$ cat config.mk
export PLATFORM = sky130hd
export DESIGN_NAME = fhp_device_flat
export DESIGN_NICKNAME = d
export VERILOG_FILES = /design/src/pkg/fhp_pkg.sv /design/src/pkg/fhp_if.sv /design/src/hw/fhp_device.sv /design/src/flat_wrapper.sv
export VERILOG_INCLUDE_DIRS = /design/src /design/src/pkg
export SDC_FILE = /design/constraint.sdc
export NUM_CORES = 1
export LEC_CHECK = 0
export BUFFER_PORTS_ARGS = -buffer_cell sky130_fd_sc_hd__buf_2
export CORE_AREA = 2 2 167 169
export CTS_BUF_LIST = sky130_fd_sc_hd__clkbuf_4 sky130_fd_sc_hd__clkbuf_8
export DETAILED_ROUTE_END_ITERATION = 7
export DIE_AREA = 0 0 169 171
export REMOVE_ABC_BUFFERS = 1
export SLEW_MARGIN = 20
export SYNTH_ARGS = -nofsm -noshare
export SYNTH_HDL_FRONTEND = slang
export SYNTH_SLANG_ARGS = --single-unit
$ cat constraint.sdc
create_clock -name pclk -period 3.4 [get_ports pclk]
set_input_delay 0.17 -clock pclk [delete_from_list [all_inputs] [get_ports pclk]]
set_output_delay 0.17 -clock pclk [all_outputs]
set_load 0.1 [all_outputs]
$ cat src/pkg/fhp_defines.svh
// constants for the floppy host register port: addresses, fields, reset values
//
// Notes on behaviour
// - field_a bits 4:2: 111 off, steps, 000 default
// - field_a starts at track zero, configurable
// - rate bit 6 enters manual low power
// - soft reset or data/status access wakes
// - rate bit 7 soft-resets, then self-clears
// - status readable anytime; poll before each byte
// - status bits 0-3 show seeking drives
// - bit 4 busy from first byte to end
// - bit 5 high in polled execution phase
// - bit 6 direction: one read, zero write
// - bit 7 request; no data access when low
// - all bytes pass through one data register
// - FIFO disabled after any reset; here resets only flush it and fifo_enable stays an input
// - command bytes bypass FIFO; flush at execution
// - overrun/underrun ends command; pad zeros; drain
// - host services FIFO within threshold time
// - first mode: only bit 7 driven
// - second mode: change, ones, rate, density
// - third mode: rate, noprecomp, dma, change
// - rate encoding; hardware reset gives 250K
// - config no-field_a bit; reserved bits zero
// - density output high at hardware reset
// - latest rate or config write wins
// - hardware reset loads rate register 02
`ifndef FHP_DEFINES_SVH
`define FHP_DEFINES_SVH

// ----------------------------------------
// i/o addresses
// ----------------------------------------
`define FHP_ADDR_RATE 10'h3f4
`define FHP_ADDR_STATUS 10'h3f4
`define FHP_ADDR_DATA 10'h3f5
`define FHP_ADDR_INPUT 10'h3f7
`define FHP_ADDR_CONFIG 10'h3f7

// ----------------------------------------
// rate register fields and reset values
// ----------------------------------------
`define FHP_RATE_SWRST 7
`define FHP_RATE_LOWPWR 6
`define FHP_RATE_PRE_HI 4
`define FHP_RATE_PRE_LO 2
`define FHP_CFG_NOPRE 2
`define FHP_RATE_RESET 8'h02
`define FHP_RATE_SEL_RESET 2'h2
`define FHP_RATE_1M 2'h3
`define FHP_RATE_500K 2'h0
`define FHP_PRE_OFF 3'h7
`define FHP_PRE_DEFAULT 3'h0
`define FHP_PRE_DEF_1M 3'h1
`define FHP_PRE_DEF_SLOW 3'h3
`define FHP_PRE_STEP_PS 41670
`define FHP_PRE_TRACK_RESET 8'h00
`define FHP_CFG_WMASK 8'h07

// ----------------------------------------
// data fifo
// ----------------------------------------
`define FHP_FIFO_DEPTH 5'h10
`define FHP_FIFO_OFF_DEPTH 5'h01

// ----------------------------------------
// host apb registers
// ----------------------------------------
`define FHP_APB_CMD 8'h00
`define FHP_APB_STAT 8'h04

`endif

$ cat src/pkg/fhp_pkg.sv
// types of the floppy host register port: phases and compat modes for the device end, states for the host end
package fhp_pkg;

	typedef enum logic [1:0] {
		FHP_PH_IDLE = 2'b00,
		FHP_PH_CMD = 2'b01,
		FHP_PH_EXEC = 2'b10,
		FHP_PH_RESULT = 2'b11
	} fhp_phase_e;

	typedef enum logic [1:0] {
		FHP_CM_BIT7 = 2'b00,
		FHP_CM_FULL = 2'b01,
		FHP_CM_DMA = 2'b10
	} fhp_compat_e;

	typedef enum logic [2:0] {
		FHP_HS_IDLE = 3'b000,
		FHP_HS_POLL = 3'b001,
		FHP_HS_POLL_WAIT = 3'b010,
		FHP_HS_GO = 3'b011,
		FHP_HS_GO_WAIT = 3'b100
	} fhp_host_state_e;

endpackage : fhp_pkg

$ cat src/pkg/fhp_if.sv
// byte-wide i/o bus between the host end and the controller register port
`timescale 1ns/1ps
`default_nettype none

interface fhp_if;
	logic [9:0] io_addr;
	logic io_rd;
	logic io_wr;
	logic [7:0] io_wdata;
	logic [7:0] io_rdata;
	logic [7:0] io_rdata_oe;
	logic io_ack;

	modport device(input io_addr, input io_rd, input io_wr, input io_wdata,
		output io_rdata, output io_rdata_oe, output io_ack);
	modport host(output io_addr, output io_rd, output io_wr, output io_wdata,
		input io_rdata, input io_rdata_oe, input io_ack);
endinterface : fhp_if

`default_nettype wire

$ cat src/hw/fhp_device.sv
// controller end: rate, status, data fifo, input and config registers
`timescale 1ns/1ps
`default_nettype none
`include "fhp_defines.svh"

module fhp_device (
	input wire logic pclk,
	input wire logic presetn,
	fhp_if.device io,
	input wire fhp_pkg::fhp_compat_e compat_mode,
	input wire logic media_changed_cable,
	input wire logic dma_allow,
	input wire logic output_reg_reset,
	input wire fhp_pkg::fhp_phase_e phase,
	input wire logic exec_read,
	input wire logic polled_sel,
	input wire logic fifo_enable,
	input wire logic [3:0] fifo_threshold,
	input wire logic cfg_track_we,
	input wire logic [7:0] cfg_track,
	input wire logic [3:0] drive_seek_active,
	output logic to_core_valid,
	output logic [7:0] to_core_data,
	input wire logic to_core_ready,
	input wire logic from_core_valid,
	input wire logic [7:0] from_core_data,
	output logic from_core_ready,
	output logic soft_reset,
	output logic low_power,
	output logic [1:0] rate_select,
	output logic density_select_out,
	output logic [2:0] field_a_steps,
	output logic [7:0] field_a_track,
	output logic no_field_a,
	output logic dma_req,
	output logic overrun,
	output logic underrun
);
	import fhp_pkg::*;

	// ----------------------------------------
	// address decode
	// ----------------------------------------
	wire hit_rate = io.io_addr == `FHP_ADDR_RATE;
	wire hit_data = io.io_addr == `FHP_ADDR_DATA;
	wire hit_input = io.io_addr == `FHP_ADDR_INPUT;
	wire wr_rate = io.io_wr && hit_rate;
	wire wr_config = io.io_wr && hit_input;
	wire rd_status = io.io_rd && hit_rate;
	wire wr_data = io.io_wr && hit_data;
	wire rd_data = io.io_rd && hit_data;
	wire sw_reset_bit = wr_rate && io.io_wdata[`FHP_RATE_SWRST];
	// either reset source clears the transfer machinery, never the rate settings
	wire any_soft = sw_reset_bit || output_reg_reset;

	// ----------------------------------------
	// data path through one register / fifo
	// ----------------------------------------
	logic [7:0] mem [0:15];
	logic [3:0] wr_ptr;
	logic [3:0] rd_ptr;
	logic [4:0] count;
	fhp_phase_e prev_phase;

	wire in_exec = phase == FHP_PH_EXEC;
	// the fifo only opens up during execution; parameters and results use one slot
	wire fifo_on = in_exec && fifo_enable;
	wire [4:0] limit = fifo_on ? `FHP_FIFO_DEPTH : `FHP_FIFO_OFF_DEPTH;
	wire enter_exec = in_exec && (prev_phase != FHP_PH_EXEC);
	wire flush = enter_exec || any_soft;
	wire empty = count == 5'h00;
	wire full = count >= limit;
	wire dir_to_host = (phase == FHP_PH_RESULT) || (in_exec && exec_read);
	wire host_request = dir_to_host ? !empty : !full;
	wire host_push = wr_data && !dir_to_host && !full;
	wire host_pop = rd_data && dir_to_host && !empty;
	wire core_push = from_core_valid && from_core_ready;
	wire core_pop = to_core_valid && to_core_ready;
	wire do_push = host_push || core_push;
	wire do_pop = host_pop || core_pop;
	wire [7:0] push_byte = host_push ? io.io_wdata : from_core_data;
	wire [4:0] next_count = count + {4'h0, do_push} - {4'h0, do_pop};
	wire [4:0] thr = (fifo_threshold == 4'h0) ? 5'h01 : {1'b0, fifo_threshold};
	wire [4:0] room = limit - count;

	assign from_core_ready = dir_to_host && !full;
	assign to_core_valid = !dir_to_host && !empty;
	// a starved disk write is padded with zero bytes until the sector ends
	assign to_core_data = empty ? 8'h00 : mem[rd_ptr];
	assign dma_req = fifo_on ? (exec_read ? count >= thr : room >= thr) : (in_exec && host_request);

	always_ff @(posedge pclk or negedge presetn) begin
		if (!presetn) begin
			wr_ptr <= 4'h0;
			rd_ptr <= 4'h0;
			count <= 5'h00;
		end else if (flush) begin
			wr_ptr <= 4'h0;
			rd_ptr <= 4'h0;
			count <= 5'h00;
		end else begin
			wr_ptr <= do_push ? wr_ptr + 4'h1 : wr_ptr;
			rd_ptr <= do_pop ? rd_ptr + 4'h1 : rd_ptr;
			count <= next_count;
		end
	end

	always_ff @(posedge pclk) begin
		if (do_push && !flush) begin
			mem[wr_ptr] <= push_byte;
		end
	end

	always_ff @(posedge pclk or negedge presetn) begin
		if (!presetn) begin
			prev_phase <= FHP_PH_IDLE;
			overrun <= 1'b0;
			underrun <= 1'b0;
		end else begin
			prev_phase <= phase;
			// the core ends the command on either pulse
			overrun <= in_exec && exec_read && from_core_valid && full;
			underrun <= in_exec && !exec_read && to_core_ready && empty;
		end
	end

	// ----------------------------------------
	// rate, precompensation and config state
	// ----------------------------------------
	logic [2:0] field_a;
	wire [1:0] next_rate = io.io_wdata[1:0];
	wire rate_write = wr_rate || wr_config;
	wire next_dens = (next_rate == `FHP_RATE_1M) || (next_rate == `FHP_RATE_500K);
	wire wake = any_soft || rd_status || rd_data || wr_data;
	wire sleep = wr_rate && io.io_wdata[`FHP_RATE_LOWPWR];

	always_ff @(posedge pclk or negedge presetn) begin
		if (!presetn) begin
			field_a <= 3'(`FHP_RATE_RESET >> `FHP_RATE_PRE_LO);
			rate_select <= `FHP_RATE_SEL_RESET;
			density_select_out <= 1'b1;
			no_field_a <= 1'b0;
			low_power <= 1'b0;
			soft_reset <= 1'b0;
			field_a_track <= `FHP_PRE_TRACK_RESET;
		end else begin
			// soft resets restore no defaults to rate, field_a or density; a bit 7 rate write still loads them from its byte
			if (wr_rate) begin
				field_a <= io.io_wdata[`FHP_RATE_PRE_HI:`FHP_RATE_PRE_LO];
			end
			if (rate_write) begin
				rate_select <= next_rate;
				density_select_out <= next_dens;
			end
			if (wr_config) begin
				no_field_a <= io.io_wdata[`FHP_CFG_NOPRE];
			end
			if (sleep) begin
				low_power <= 1'b1;
			end else if (wake) begin
				low_power <= 1'b0;
			end
			// only a pulse is kept, so the bit reads back as cleared on its own
			soft_reset <= any_soft;
			if (cfg_track_we) begin
				field_a_track <= cfg_track;
			end
		end
	end

	// 111 turns shifting off; 000 falls back on a per-rate default
	wire [2:0] pre_default = (rate_select == `FHP_RATE_1M) ? `FHP_PRE_DEF_1M : `FHP_PRE_DEF_SLOW;
	assign field_a_steps = (field_a == `FHP_PRE_OFF) ? 3'h0 :
		(field_a == `FHP_PRE_DEFAULT) ? pre_default : field_a;

	// ----------------------------------------
	// read-back paths
	// ----------------------------------------
	wire low_density_flag = !((rate_select == `FHP_RATE_1M) || (rate_select == `FHP_RATE_500K));
	wire polled_exec_flag = polled_sel && in_exec;
	wire cmd_busy = phase != FHP_PH_IDLE;
	wire [7:0] main_status = {host_request, dir_to_host, polled_exec_flag, cmd_busy,
		drive_seek_active};
	wire media_changed = !media_changed_cable;
	logic [7:0] input_byte;
	logic [7:0] input_oe;

	always_comb begin
		unique case (compat_mode)
			FHP_CM_BIT7: begin
				input_byte = {media_changed, 7'h00};
				input_oe = 8'h80;
			end
			FHP_CM_FULL: begin
				input_byte = {media_changed, 4'hf, rate_select, low_density_flag};
				input_oe = 8'hff;
			end
			FHP_CM_DMA: begin
				input_byte = {media_changed, 3'h0, dma_allow, no_field_a, rate_select};
				input_oe = 8'hff;
			end
			default: begin
				input_byte = 8'h00;
				input_oe = 8'hff;
			end
		endcase
	end

	wire [7:0] data_out = empty ? 8'h00 : mem[rd_ptr];
	wire [7:0] next_rdata = hit_rate ? main_status : hit_data ? data_out : hit_input ? input_byte : 8'h00;
	wire [7:0] next_oe = hit_input ? input_oe : 8'hff;

	always_ff @(posedge pclk or negedge presetn) begin
		if (!presetn) begin
			io.io_rdata <= 8'h00;
			io.io_rdata_oe <= 8'h00;
			io.io_ack <= 1'b0;
		end else begin
			io.io_ack <= io.io_rd || io.io_wr;
			if (io.io_rd) begin
				io.io_rdata <= next_rdata;
				io.io_rdata_oe <= next_oe;
			end else begin
				io.io_rdata_oe <= 8'h00;
			end
		end
	end

endmodule : fhp_device

`default_nettype wire

$ cat src/flat_wrapper.sv
// flat-port wrapper written by rule: the top's interface ports become plain ports
module fhp_device_flat import fhp_pkg::*;
  (pclk, presetn, compat_mode, media_changed_cable, dma_allow, output_reg_reset, phase, exec_read, polled_sel, fifo_enable, fifo_threshold, cfg_track_we, cfg_track, drive_seek_active, to_core_valid, to_core_data, to_core_ready, from_core_valid, from_core_data, from_core_ready, soft_reset, low_power, rate_select, density_select_out, field_a_steps, field_a_track, no_field_a, dma_req, overrun, underrun, io_io_addr, io_io_rd, io_io_wr, io_io_wdata, io_io_rdata, io_io_rdata_oe, io_io_ack);
  fhp_if io_i ();
  input wire logic pclk;
  input wire logic presetn;
  input wire fhp_pkg::fhp_compat_e compat_mode;
  input wire logic media_changed_cable;
  input wire logic dma_allow;
  input wire logic output_reg_reset;
  input wire fhp_pkg::fhp_phase_e phase;
  input wire logic exec_read;
  input wire logic polled_sel;
  input wire logic fifo_enable;
  input wire logic [3:0] fifo_threshold;
  input wire logic cfg_track_we;
  input wire logic [7:0] cfg_track;
  input wire logic [3:0] drive_seek_active;
  output logic to_core_valid;
  output logic [7:0] to_core_data;
  input wire logic to_core_ready;
  input wire logic from_core_valid;
  input wire logic [7:0] from_core_data;
  output logic from_core_ready;
  output logic soft_reset;
  output logic low_power;
  output logic [1:0] rate_select;
  output logic density_select_out;
  output logic [2:0] field_a_steps;
  output logic [7:0] field_a_track;
  output logic no_field_a;
  output logic dma_req;
  output logic overrun;
  output logic underrun;
  input wire logic [$bits(io_i.io_addr)-1:0] io_io_addr;
  input wire logic [$bits(io_i.io_rd)-1:0] io_io_rd;
  input wire logic [$bits(io_i.io_wr)-1:0] io_io_wr;
  input wire logic [$bits(io_i.io_wdata)-1:0] io_io_wdata;
  output wire logic [$bits(io_i.io_rdata)-1:0] io_io_rdata;
  output wire logic [$bits(io_i.io_rdata_oe)-1:0] io_io_rdata_oe;
  output wire logic [$bits(io_i.io_ack)-1:0] io_io_ack;
  assign io_i.io_addr = io_io_addr;
  assign io_i.io_rd = io_io_rd;
  assign io_i.io_wr = io_io_wr;
  assign io_i.io_wdata = io_io_wdata;
  assign io_io_rdata = io_i.io_rdata;
  assign io_io_rdata_oe = io_i.io_rdata_oe;
  assign io_io_ack = io_i.io_ack;
  fhp_device u_core (.pclk(pclk), .presetn(presetn), .io(io_i), .compat_mode(compat_mode), .media_changed_cable(media_changed_cable), .dma_allow(dma_allow), .output_reg_reset(output_reg_reset), .phase(phase), .exec_read(exec_read), .polled_sel(polled_sel), .fifo_enable(fifo_enable), .fifo_threshold(fifo_threshold), .cfg_track_we(cfg_track_we), .cfg_track(cfg_track), .drive_seek_active(drive_seek_active), .to_core_valid(to_core_valid), .to_core_data(to_core_data), .to_core_ready(to_core_ready), .from_core_valid(from_core_valid), .from_core_data(from_core_data), .from_core_ready(from_core_ready), .soft_reset(soft_reset), .low_power(low_power), .rate_select(rate_select), .density_select_out(density_select_out), .field_a_steps(field_a_steps), .field_a_track(field_a_track), .no_field_a(no_field_a), .dma_req(dma_req), .overrun(overrun), .underrun(underrun));
endmodule
## After elaboration in Yosys (flattened, before gate mapping)

Memory sizes are Yosys's and may differ from the RTL's.
Index checks and enable logic that the tools add are counted.

| storage, ports and cells | value |
|---|---|
| bits in registers | 51 |
| RAM bits | 128 |
| input bits | 59 |
| output and inout port bits | 47 |
| word-level logic and storage cells | 117 |
| memories | 1 |

Memory list:

| name | depth | bits a word | rd ports | clocked after Yosys merged registers in | wr ports | RTL line | source |
|---|---|---|---|---|---|---|---|
| u_core.mem | 16 | 8 | 1 | 0 | 1 | fhp_device.sv:59 | `logic [7:0] mem [0:15];` |

| cells by class | value |
|---|---|
| add/subtract/negate cells | 5 |
| order comparisons | 3 |
| equal/unequal tests | 11 |
| mux-type cells | 26 |
| reduce and logical (&&, ||, !) cells | 55 |

Operator list:

| kind | number |
|---|---|
| two-way mux 8 bit | 6 |
| == test 10 bit (second input constant) | 3 |
| logical AND 1 bit | 26 |
| case mux 8 bit (3 select lines) | 1 |
| two-way mux 4 bit | 5 |
| >= comparator 5 bit | 3 |
| two-way mux 7 bit | 2 |
| logical OR 1 bit | 12 |
| == test 2 bit (second input constant) | 5 |
| two-way mux 5 bit | 2 |
| adder 4 x 1 -> 4 bit (second input constant) | 2 |
| nonzero test 2 bit | 4 |
| zero test 1 bit | 7 |
| two-way mux 1 bit | 7 |
| zero test 2 bit | 3 |
| two-way mux 3 bit | 2 |
| adder 5 x 1 -> 5 bit | 1 |
| zero test 5 bit | 1 |
| subtractor 5 x 1 -> 5 bit | 1 |
| subtractor 5 bit | 1 |
| zero test 4 bit | 1 |
| == test 3 bit (second input constant) | 1 |
| zero test 3 bit | 1 |
| == test 2 x 1 -> 1 bit (second input constant) | 1 |
| other kinds (2) | 2 |

## Logic depth before layout (Yosys ltp)

| logic depth | value |
|---|---|
| depth in word-level cells | 11 |
| mapped depth | 16 |
| gate-level depth less buffers | 16 |

## Worst setup path before layout

OpenSTA, ideal clock, no wires.

| timing path | value |
|---|---|
| path type | flip-flop to flip-flop |
| start point | register u_core.count[2] |
| end point | register u_core.count[4] |
| library setup time | 0.121 ns |
| arrival time | 3.954 ns |
| data required time | 3.279 ns |
| path slack | -0.675 ns |
| cell stages (with the launch flop) | 17 |
| buffers on the path | 0 |
| period minus slack after synthesis | 4.075 ns |
| path through | dfrtp_1 -> inv_1 -> ha_1 -> nor4b_2 -> nor2_1 -> a32oi_1 -> inv_1 -> ha_1 -> inv_1 -> ha_1 -> inv_1 -> fa_1 -> nor2_1 -> nor2_1 -> o21bai_1 -> xnor2_1 -> nor2_1 |

| between the ends | value |
|---|---|
| elaborated cells on any way between the ends | 15 |
| classes of those cells | add/sub (2); order compare (1); mux (1); reduce/logical (11) |

RTL lines:

| what | RTL line | source |
|---|---|---|
| from (decl) | fhp_device.sv:62 | `logic [4:0] count;` |
| from (signal assigned) | fhp_device.sv:104 | `count <= next_count;` |
| zero test 5 bit | fhp_device.sv:71 | `wire empty = count == 5'h00;` |
| zero test 1 bit | fhp_device.sv:87 | `assign to_core_valid = !dir_to_host && !empty;` |
| logical AND 1 bit | fhp_device.sv:87 |  |
| via to_core_valid | flat_wrapper.sv:19 | `output logic to_core_valid;` |
| logical AND 1 bit | fhp_device.sv:78 | `wire core_pop = to_core_valid && to_core_ready;` |
| logical OR 1 bit | fhp_device.sv:80 | `wire do_pop = host_pop \|\| core_pop;` |
| subtractor 5 x 1 -> 5 bit | fhp_device.sv:82 | `wire [4:0] next_count = count + {4'h0, do_push} - {4'h0, do_pop};` |
| two-way mux 5 bit | fhp_device.sv:97 | `end else if (flush) begin` |

The timed path passes the listed nets, and every way through them passes these cells.
A chain may end at the register's enable or synchronous reset.

## Worst setup path after layout

| timing path | value |
|---|---|
| start point | input port phase[1] |
| end point | output port dma_req |

| between the ends | value |
|---|---|
| cells in the longest elaborated chain, start to end | 8 |
| elaborated cells on any way between the ends | 14 |
| classes of those cells | add/sub (1); order compare (2); eq/ne (2); mux (4); reduce/logical (5) |

RTL lines:

| what | RTL line | source |
|---|---|---|
| from (decl) | flat_wrapper.sv:11 | `input wire fhp_pkg::fhp_phase_e phase;` |
| branches (longest 7 deep; another with subtractor 5 bit) | - |  |
| two-way mux 1 bit * | fhp_device.sv:90 | `assign dma_req = fifo_on ? (exec_read ? count >= thr : room >= thr) : (in_exec && host_request);` |
| to (decl) | flat_wrapper.sv:32 | `output logic dma_req;` |

Mark *: on every way between the ends.

==> reports/results.tsv <==
stage	metric	value	unit
sta	setup_violations	0	
cts	clockRootBuffer	sky130_fd_sc_hd__clkbuf_8	
die	core	27300	um2
cts	cts_setup_buffers	0	
die	die_width	169	um
sta	headroom_to_the_max_slew_limit	0.473	
cells_and_area	areaGrowthSynthToFinish	21.2	%
sta	final_period_minus_worst_setup_slack	3.19	ns
cts	clkTransAtPathRegs	0.10	ns
yosys	post_synth_top_area_share	0.476	
critical_path	critPathMaxFanout	6	
placed_design	post-place-cells	1017	
yosys	synth_register_bits	173	
critical_path	cp_slowest_stage_delay	0.52	ns
sta	hold_violations	0	
yosys	netlist_instances	561	
hold_path	hp-start	compat_mode[0]	
hold_path	hold_path.class	in2reg	
critical_path	critical-path-top-cell-by-count	sky130_fd_sc_hd__ha_1	
die	row_count	61	
die	ioPinCount	106	
yosys	synth-edff-count	128	
sta	finalClockSkew	0.0163	ns
yosys	synthesis.area_per_instance	14.4	um2
critical_path	cp_capture_type	output pin	
global_routing	global_route_wire_length_before_repair	31000	um
drt	drc_errors_left	0	
cells_and_area	layoutNonFillerInstCount	1074	
yosys	netlist_area	8070	um2
power_and_ir_drop	p_leak	3.65	nW
global_routing	grt_pass1_vias	5243	
yosys	synth-seq-area-share	0.616	
cells_and_area	nNetsFinal	799	
hold_path	holdPathEnd	u_core.io.io_rdata_oe[6]	
critical_path	kind_of_start_point_of_the_critical_path	primary input	
critical_path	critPathArrivalTime	3.02	ns
global_routing	grt_max_degree	46	
yosys	yosysWarnings	0	
die	die_h	171	um
placed_design	port_buffers	105	
critical_path	r2r_slack	0.28	ns
placed_design	total_half_perimeter_wirelength_after_legalization_and_detailed_placement	14400	um
yosys	netlist.top_cell.by_area	sky130_fd_sc_hd__edfxtp_1	
power_and_ir_drop	report.power.total	5.69	mW
cts	ctsHtreeMaxLevel	4	
global_routing	globalRouteOverflowTotal	0	
yosys	post_synthesis_async_set_or_reset_flop_share	0.260	
sta	final.period_utilization	0.937	
sta	maxSlewViolCount	0	
die	design.die.area	28900	um2
critical_path	path_class	in2out	
drt	routedWlPerCell	19.0	um
yosys	synth_top_flop_cell	sky130_fd_sc_hd__edfxtp_1	
die	initial_util	0.295	
cells_and_area	finalCoreUtilization	0.358	
power_and_ir_drop	cellPowerDensity	582	nW/um2
drt	drt-vias-per-instance	4.96	
cells_and_area	post_route_cells_drive_above_1_share	0.335	
cts	cts_tree	done	
hold_path	hold-path-cell-count	3	
critical_path	r2r_start	u_core.count[2]	
cts	cts.sink_count	173	
critical_path	rr_endpoint	u_core.count[4]	
yosys	yosys-top-cells-area	sky130_fd_sc_hd__edfxtp_1 (48%), sky130_fd_sc_hd__dfrtp_1 (13%), sky130_fd_sc_hd__mux4_2 (5.9%)	
drt	starting_drt_drc_count	632	
drt	wirelength	20400	um
drt	tritonroute_pass_1_iters	5	
sta	achievable-frequency	0.314	GHz
sta	hold-worst-slack	0.0350	ns
cts	total_cts_buffers	17	
critical_path	worst-r2r-cell-count	16	
cts	worst_skew_pair.late_latency	0.46	ns
drt	num_vias	5323	
yosys	synthDistinctLibCells	68	
sta	setup-tns-final	0	ns
critical_path	timing.critical_path.slowest_stage_cell	sky130_fd_sc_hd__dlygate4sd3_1	
cts	cts_buffer_depth	2	
outcome	status	completed	
sta	worst_slew_pin_slew	0.788	ns
critical_path	crit_chain	dlygate4sd3_1, buf_2, nor2b_1, and2_1, ha_1, inv_1, ha_1, ha_1, a211oi_1, o211ai_1, a31oi_1, nor2_1, clkbuf_4	
sta	setup_repair_after_global_routing_missed_its_margin	false	
placed_design	placer_congestion	0.796	
power_and_ir_drop	vdd.ir_drop.worst	0.251	mV
critical_path	worst_ep_required_time	3.23	ns
drt	antenna_left	0	
global_routing	track_usage	0.145	
flow_run	maxCapViolCount	0	
global_routing	antenna_violations_before_repair	0	
cells_and_area	antenna_fix_cells	0	
==> critical path: cells and delay by family <==
family / cells / cell delay [ns]
buffers and inverters: 4 / 0.99
AOI/OAI and AO/OA: 3 / 0.54
and+or+nand+nor: 3 / 0.53
adders and majority gates: 3 / 0.78
==> cells in the final DEF, fill, tap and decap left out, types with 3 or more instances in the layout <==
cell / instances
sky130_fd_sc_hd__clkbuf_8: 17
sky130_fd_sc_hd__buf_2: 103
sky130_fd_sc_hd__xnor2_1: 7
sky130_fd_sc_hd__a221oi_2: 3
sky130_fd_sc_hd__inv_6: 5
sky130_fd_sc_hd__mux2_2: 28
sky130_fd_sc_hd__mux4_1: 5
sky130_fd_sc_hd__o21ai_0: 15
sky130_fd_sc_hd__inv_1: 27
sky130_fd_sc_hd__mux2i_1: 10
sky130_fd_sc_hd__a211oi_1: 7
sky130_fd_sc_hd__nand2b_1: 7
sky130_fd_sc_hd__clkinvlp_4: 3
sky130_fd_sc_hd__buf_4: 35
sky130_fd_sc_hd__o211ai_1: 4
sky130_fd_sc_hd__ha_1: 23
sky130_fd_sc_hd__nand2_1: 27
sky130_fd_sc_hd__or3_1: 3
sky130_fd_sc_hd__nor2_1: 51
sky130_fd_sc_hd__or2_2: 5
sky130_fd_sc_hd__dlygate4sd3_1: 25
sky130_fd_sc_hd__edfxtp_1: 128
sky130_fd_sc_hd__dfrtp_1: 42
sky130_fd_sc_hd__a21oi_1: 16
sky130_fd_sc_hd__o22ai_1: 8
sky130_fd_sc_hd__a22o_1: 6
sky130_fd_sc_hd__mux4_2: 21
sky130_fd_sc_hd__nor2b_1: 11
sky130_fd_sc_hd__nor4_1: 3
sky130_fd_sc_hd__and2_1: 5
sky130_fd_sc_hd__nor3_1: 5
sky130_fd_sc_hd__nand3_1: 14
==> Yosys cell counts (4+ instances only) <==
| cell | instances |
|---|---|
| sky130_fd_sc_hd__buf_4 | 9 |
| sky130_fd_sc_hd__nand2b_1 | 7 |
| sky130_fd_sc_hd__dfrtp_1 | 43 |
| sky130_fd_sc_hd__a211oi_1 | 7 |
| sky130_fd_sc_hd__nor2_1 | 51 |
| sky130_fd_sc_hd__buf_2 | 8 |
| sky130_fd_sc_hd__ha_1 | 24 |
| sky130_fd_sc_hd__o211ai_1 | 4 |
| sky130_fd_sc_hd__nor3_1 | 5 |
| sky130_fd_sc_hd__nand3_1 | 14 |
| sky130_fd_sc_hd__o21ai_0 | 15 |
| sky130_fd_sc_hd__a22o_1 | 6 |
| sky130_fd_sc_hd__a21oi_1 | 16 |
| sky130_fd_sc_hd__nand2_1 | 27 |
| sky130_fd_sc_hd__edfxtp_1 | 128 |
| sky130_fd_sc_hd__inv_1 | 27 |
| sky130_fd_sc_hd__nor4_1 | 4 |
| sky130_fd_sc_hd__xnor2_1 | 7 |
| sky130_fd_sc_hd__nor2b_1 | 11 |
| sky130_fd_sc_hd__o22ai_1 | 8 |
| sky130_fd_sc_hd__or2_2 | 5 |
| sky130_fd_sc_hd__and2_1 | 5 |
| sky130_fd_sc_hd__mux2i_1 | 10 |
| sky130_fd_sc_hd__mux2_2 | 28 |
| sky130_fd_sc_hd__clkbuf_1 | 11 |
| sky130_fd_sc_hd__mux4_1 | 5 |
| sky130_fd_sc_hd__mux4_2 | 21 |
==> repair_timing <==
| item | CTS | global route |
|---|---|---|
| hold buffers | 24 | 1 |
| setup endpoints to repair | 0 | 3 |
| gates resized for setup | 0 | 5 |
| endpoints found under the hold margin | 66 | 1 |
==> worst max path at each step <==
stage / startpoint / endpoint
2_1_floorplan: u_core.io.io_rdata_oe[6] / io_io_rdata_oe[0]
3_3_place_gp: u_core.count[2] / u_core.count[4]
3_5_place_dp: u_core.count[2] / u_core.count[4]
4_1_cts: phase[1] / dma_req
5_1_grt: u_core.count[2] / u_core.count[4]
6_report: phase[1] / dma_req
==> cells by family after synthesis <==
family                   synth area share
adder cells (fa/ha/maj)            0.0409
AO/OA/AOI/OAI                      0.0760
AND/OR/NAND/NOR                    0.0943
multiplexers                        0.128
buffers and inverters              0.0349
flip-flops                          0.616
XOR/XNOR                          0.00977
==> sequential cells by signal, indices dropped and copies added, names as in the netlist <==
signal,flops
u_core.io.io_ack,1
u_core.no_field_a,1
u_core.soft_reset,1
u_core.underrun,1
u_core.rd_ptr,4
u_core.io.io_rdata_oe,2
u_core.wr_ptr,4
u_core.density_select_out,1
u_core.field_a_track,8
u_core.low_power,1
u_core.mem,128
u_core.count,5
u_core.field_a,3
u_core.rate_select,2
u_core.prev_phase,2
u_core.overrun,1
u_core.io.io_rdata,8
==> report_power, final <==
group | leakage (nW) | total (mW) | switching, mW | internal (mW)
sequential | 1.72 | 2.41 | 0.0851 | 2.32
clock | 0.184 | 1.39 | 0.786 | 0.601
combinational | 1.75 | 1.89 | 1.31 | 0.583
==> routing by layer <==
layer  up-vias  part of all wire  GRT usage
met5         -                 0          0
met1      2681              0.45      0.192
met4         0             0.022     0.0465
li1       2434                 -          -
met2       183              0.47      0.238
met3        25             0.054     0.0338
==> stage by stage <==
stage          setup slack, ns  instance area [um2]
4_1_cts                  0.152                 9740
3_3_place_gp             0.256                 9120
3_5_place_dp             0.186                 9120
6_report                 0.214                 9770
2_1_floorplan            -1.23                 7890
5_1_grt                 0.0173                 9770
==> area by class of cell <==
class	count	area (um2)
clock buffer	18	241
clock inverter	14	134
fill	2623	17500
inverter	27	101
multi-input combinational	331	2840
sequential	173	4970
tap	346	433
timing repair buffer	165	1060
Power figures use the tool's default switching activity.
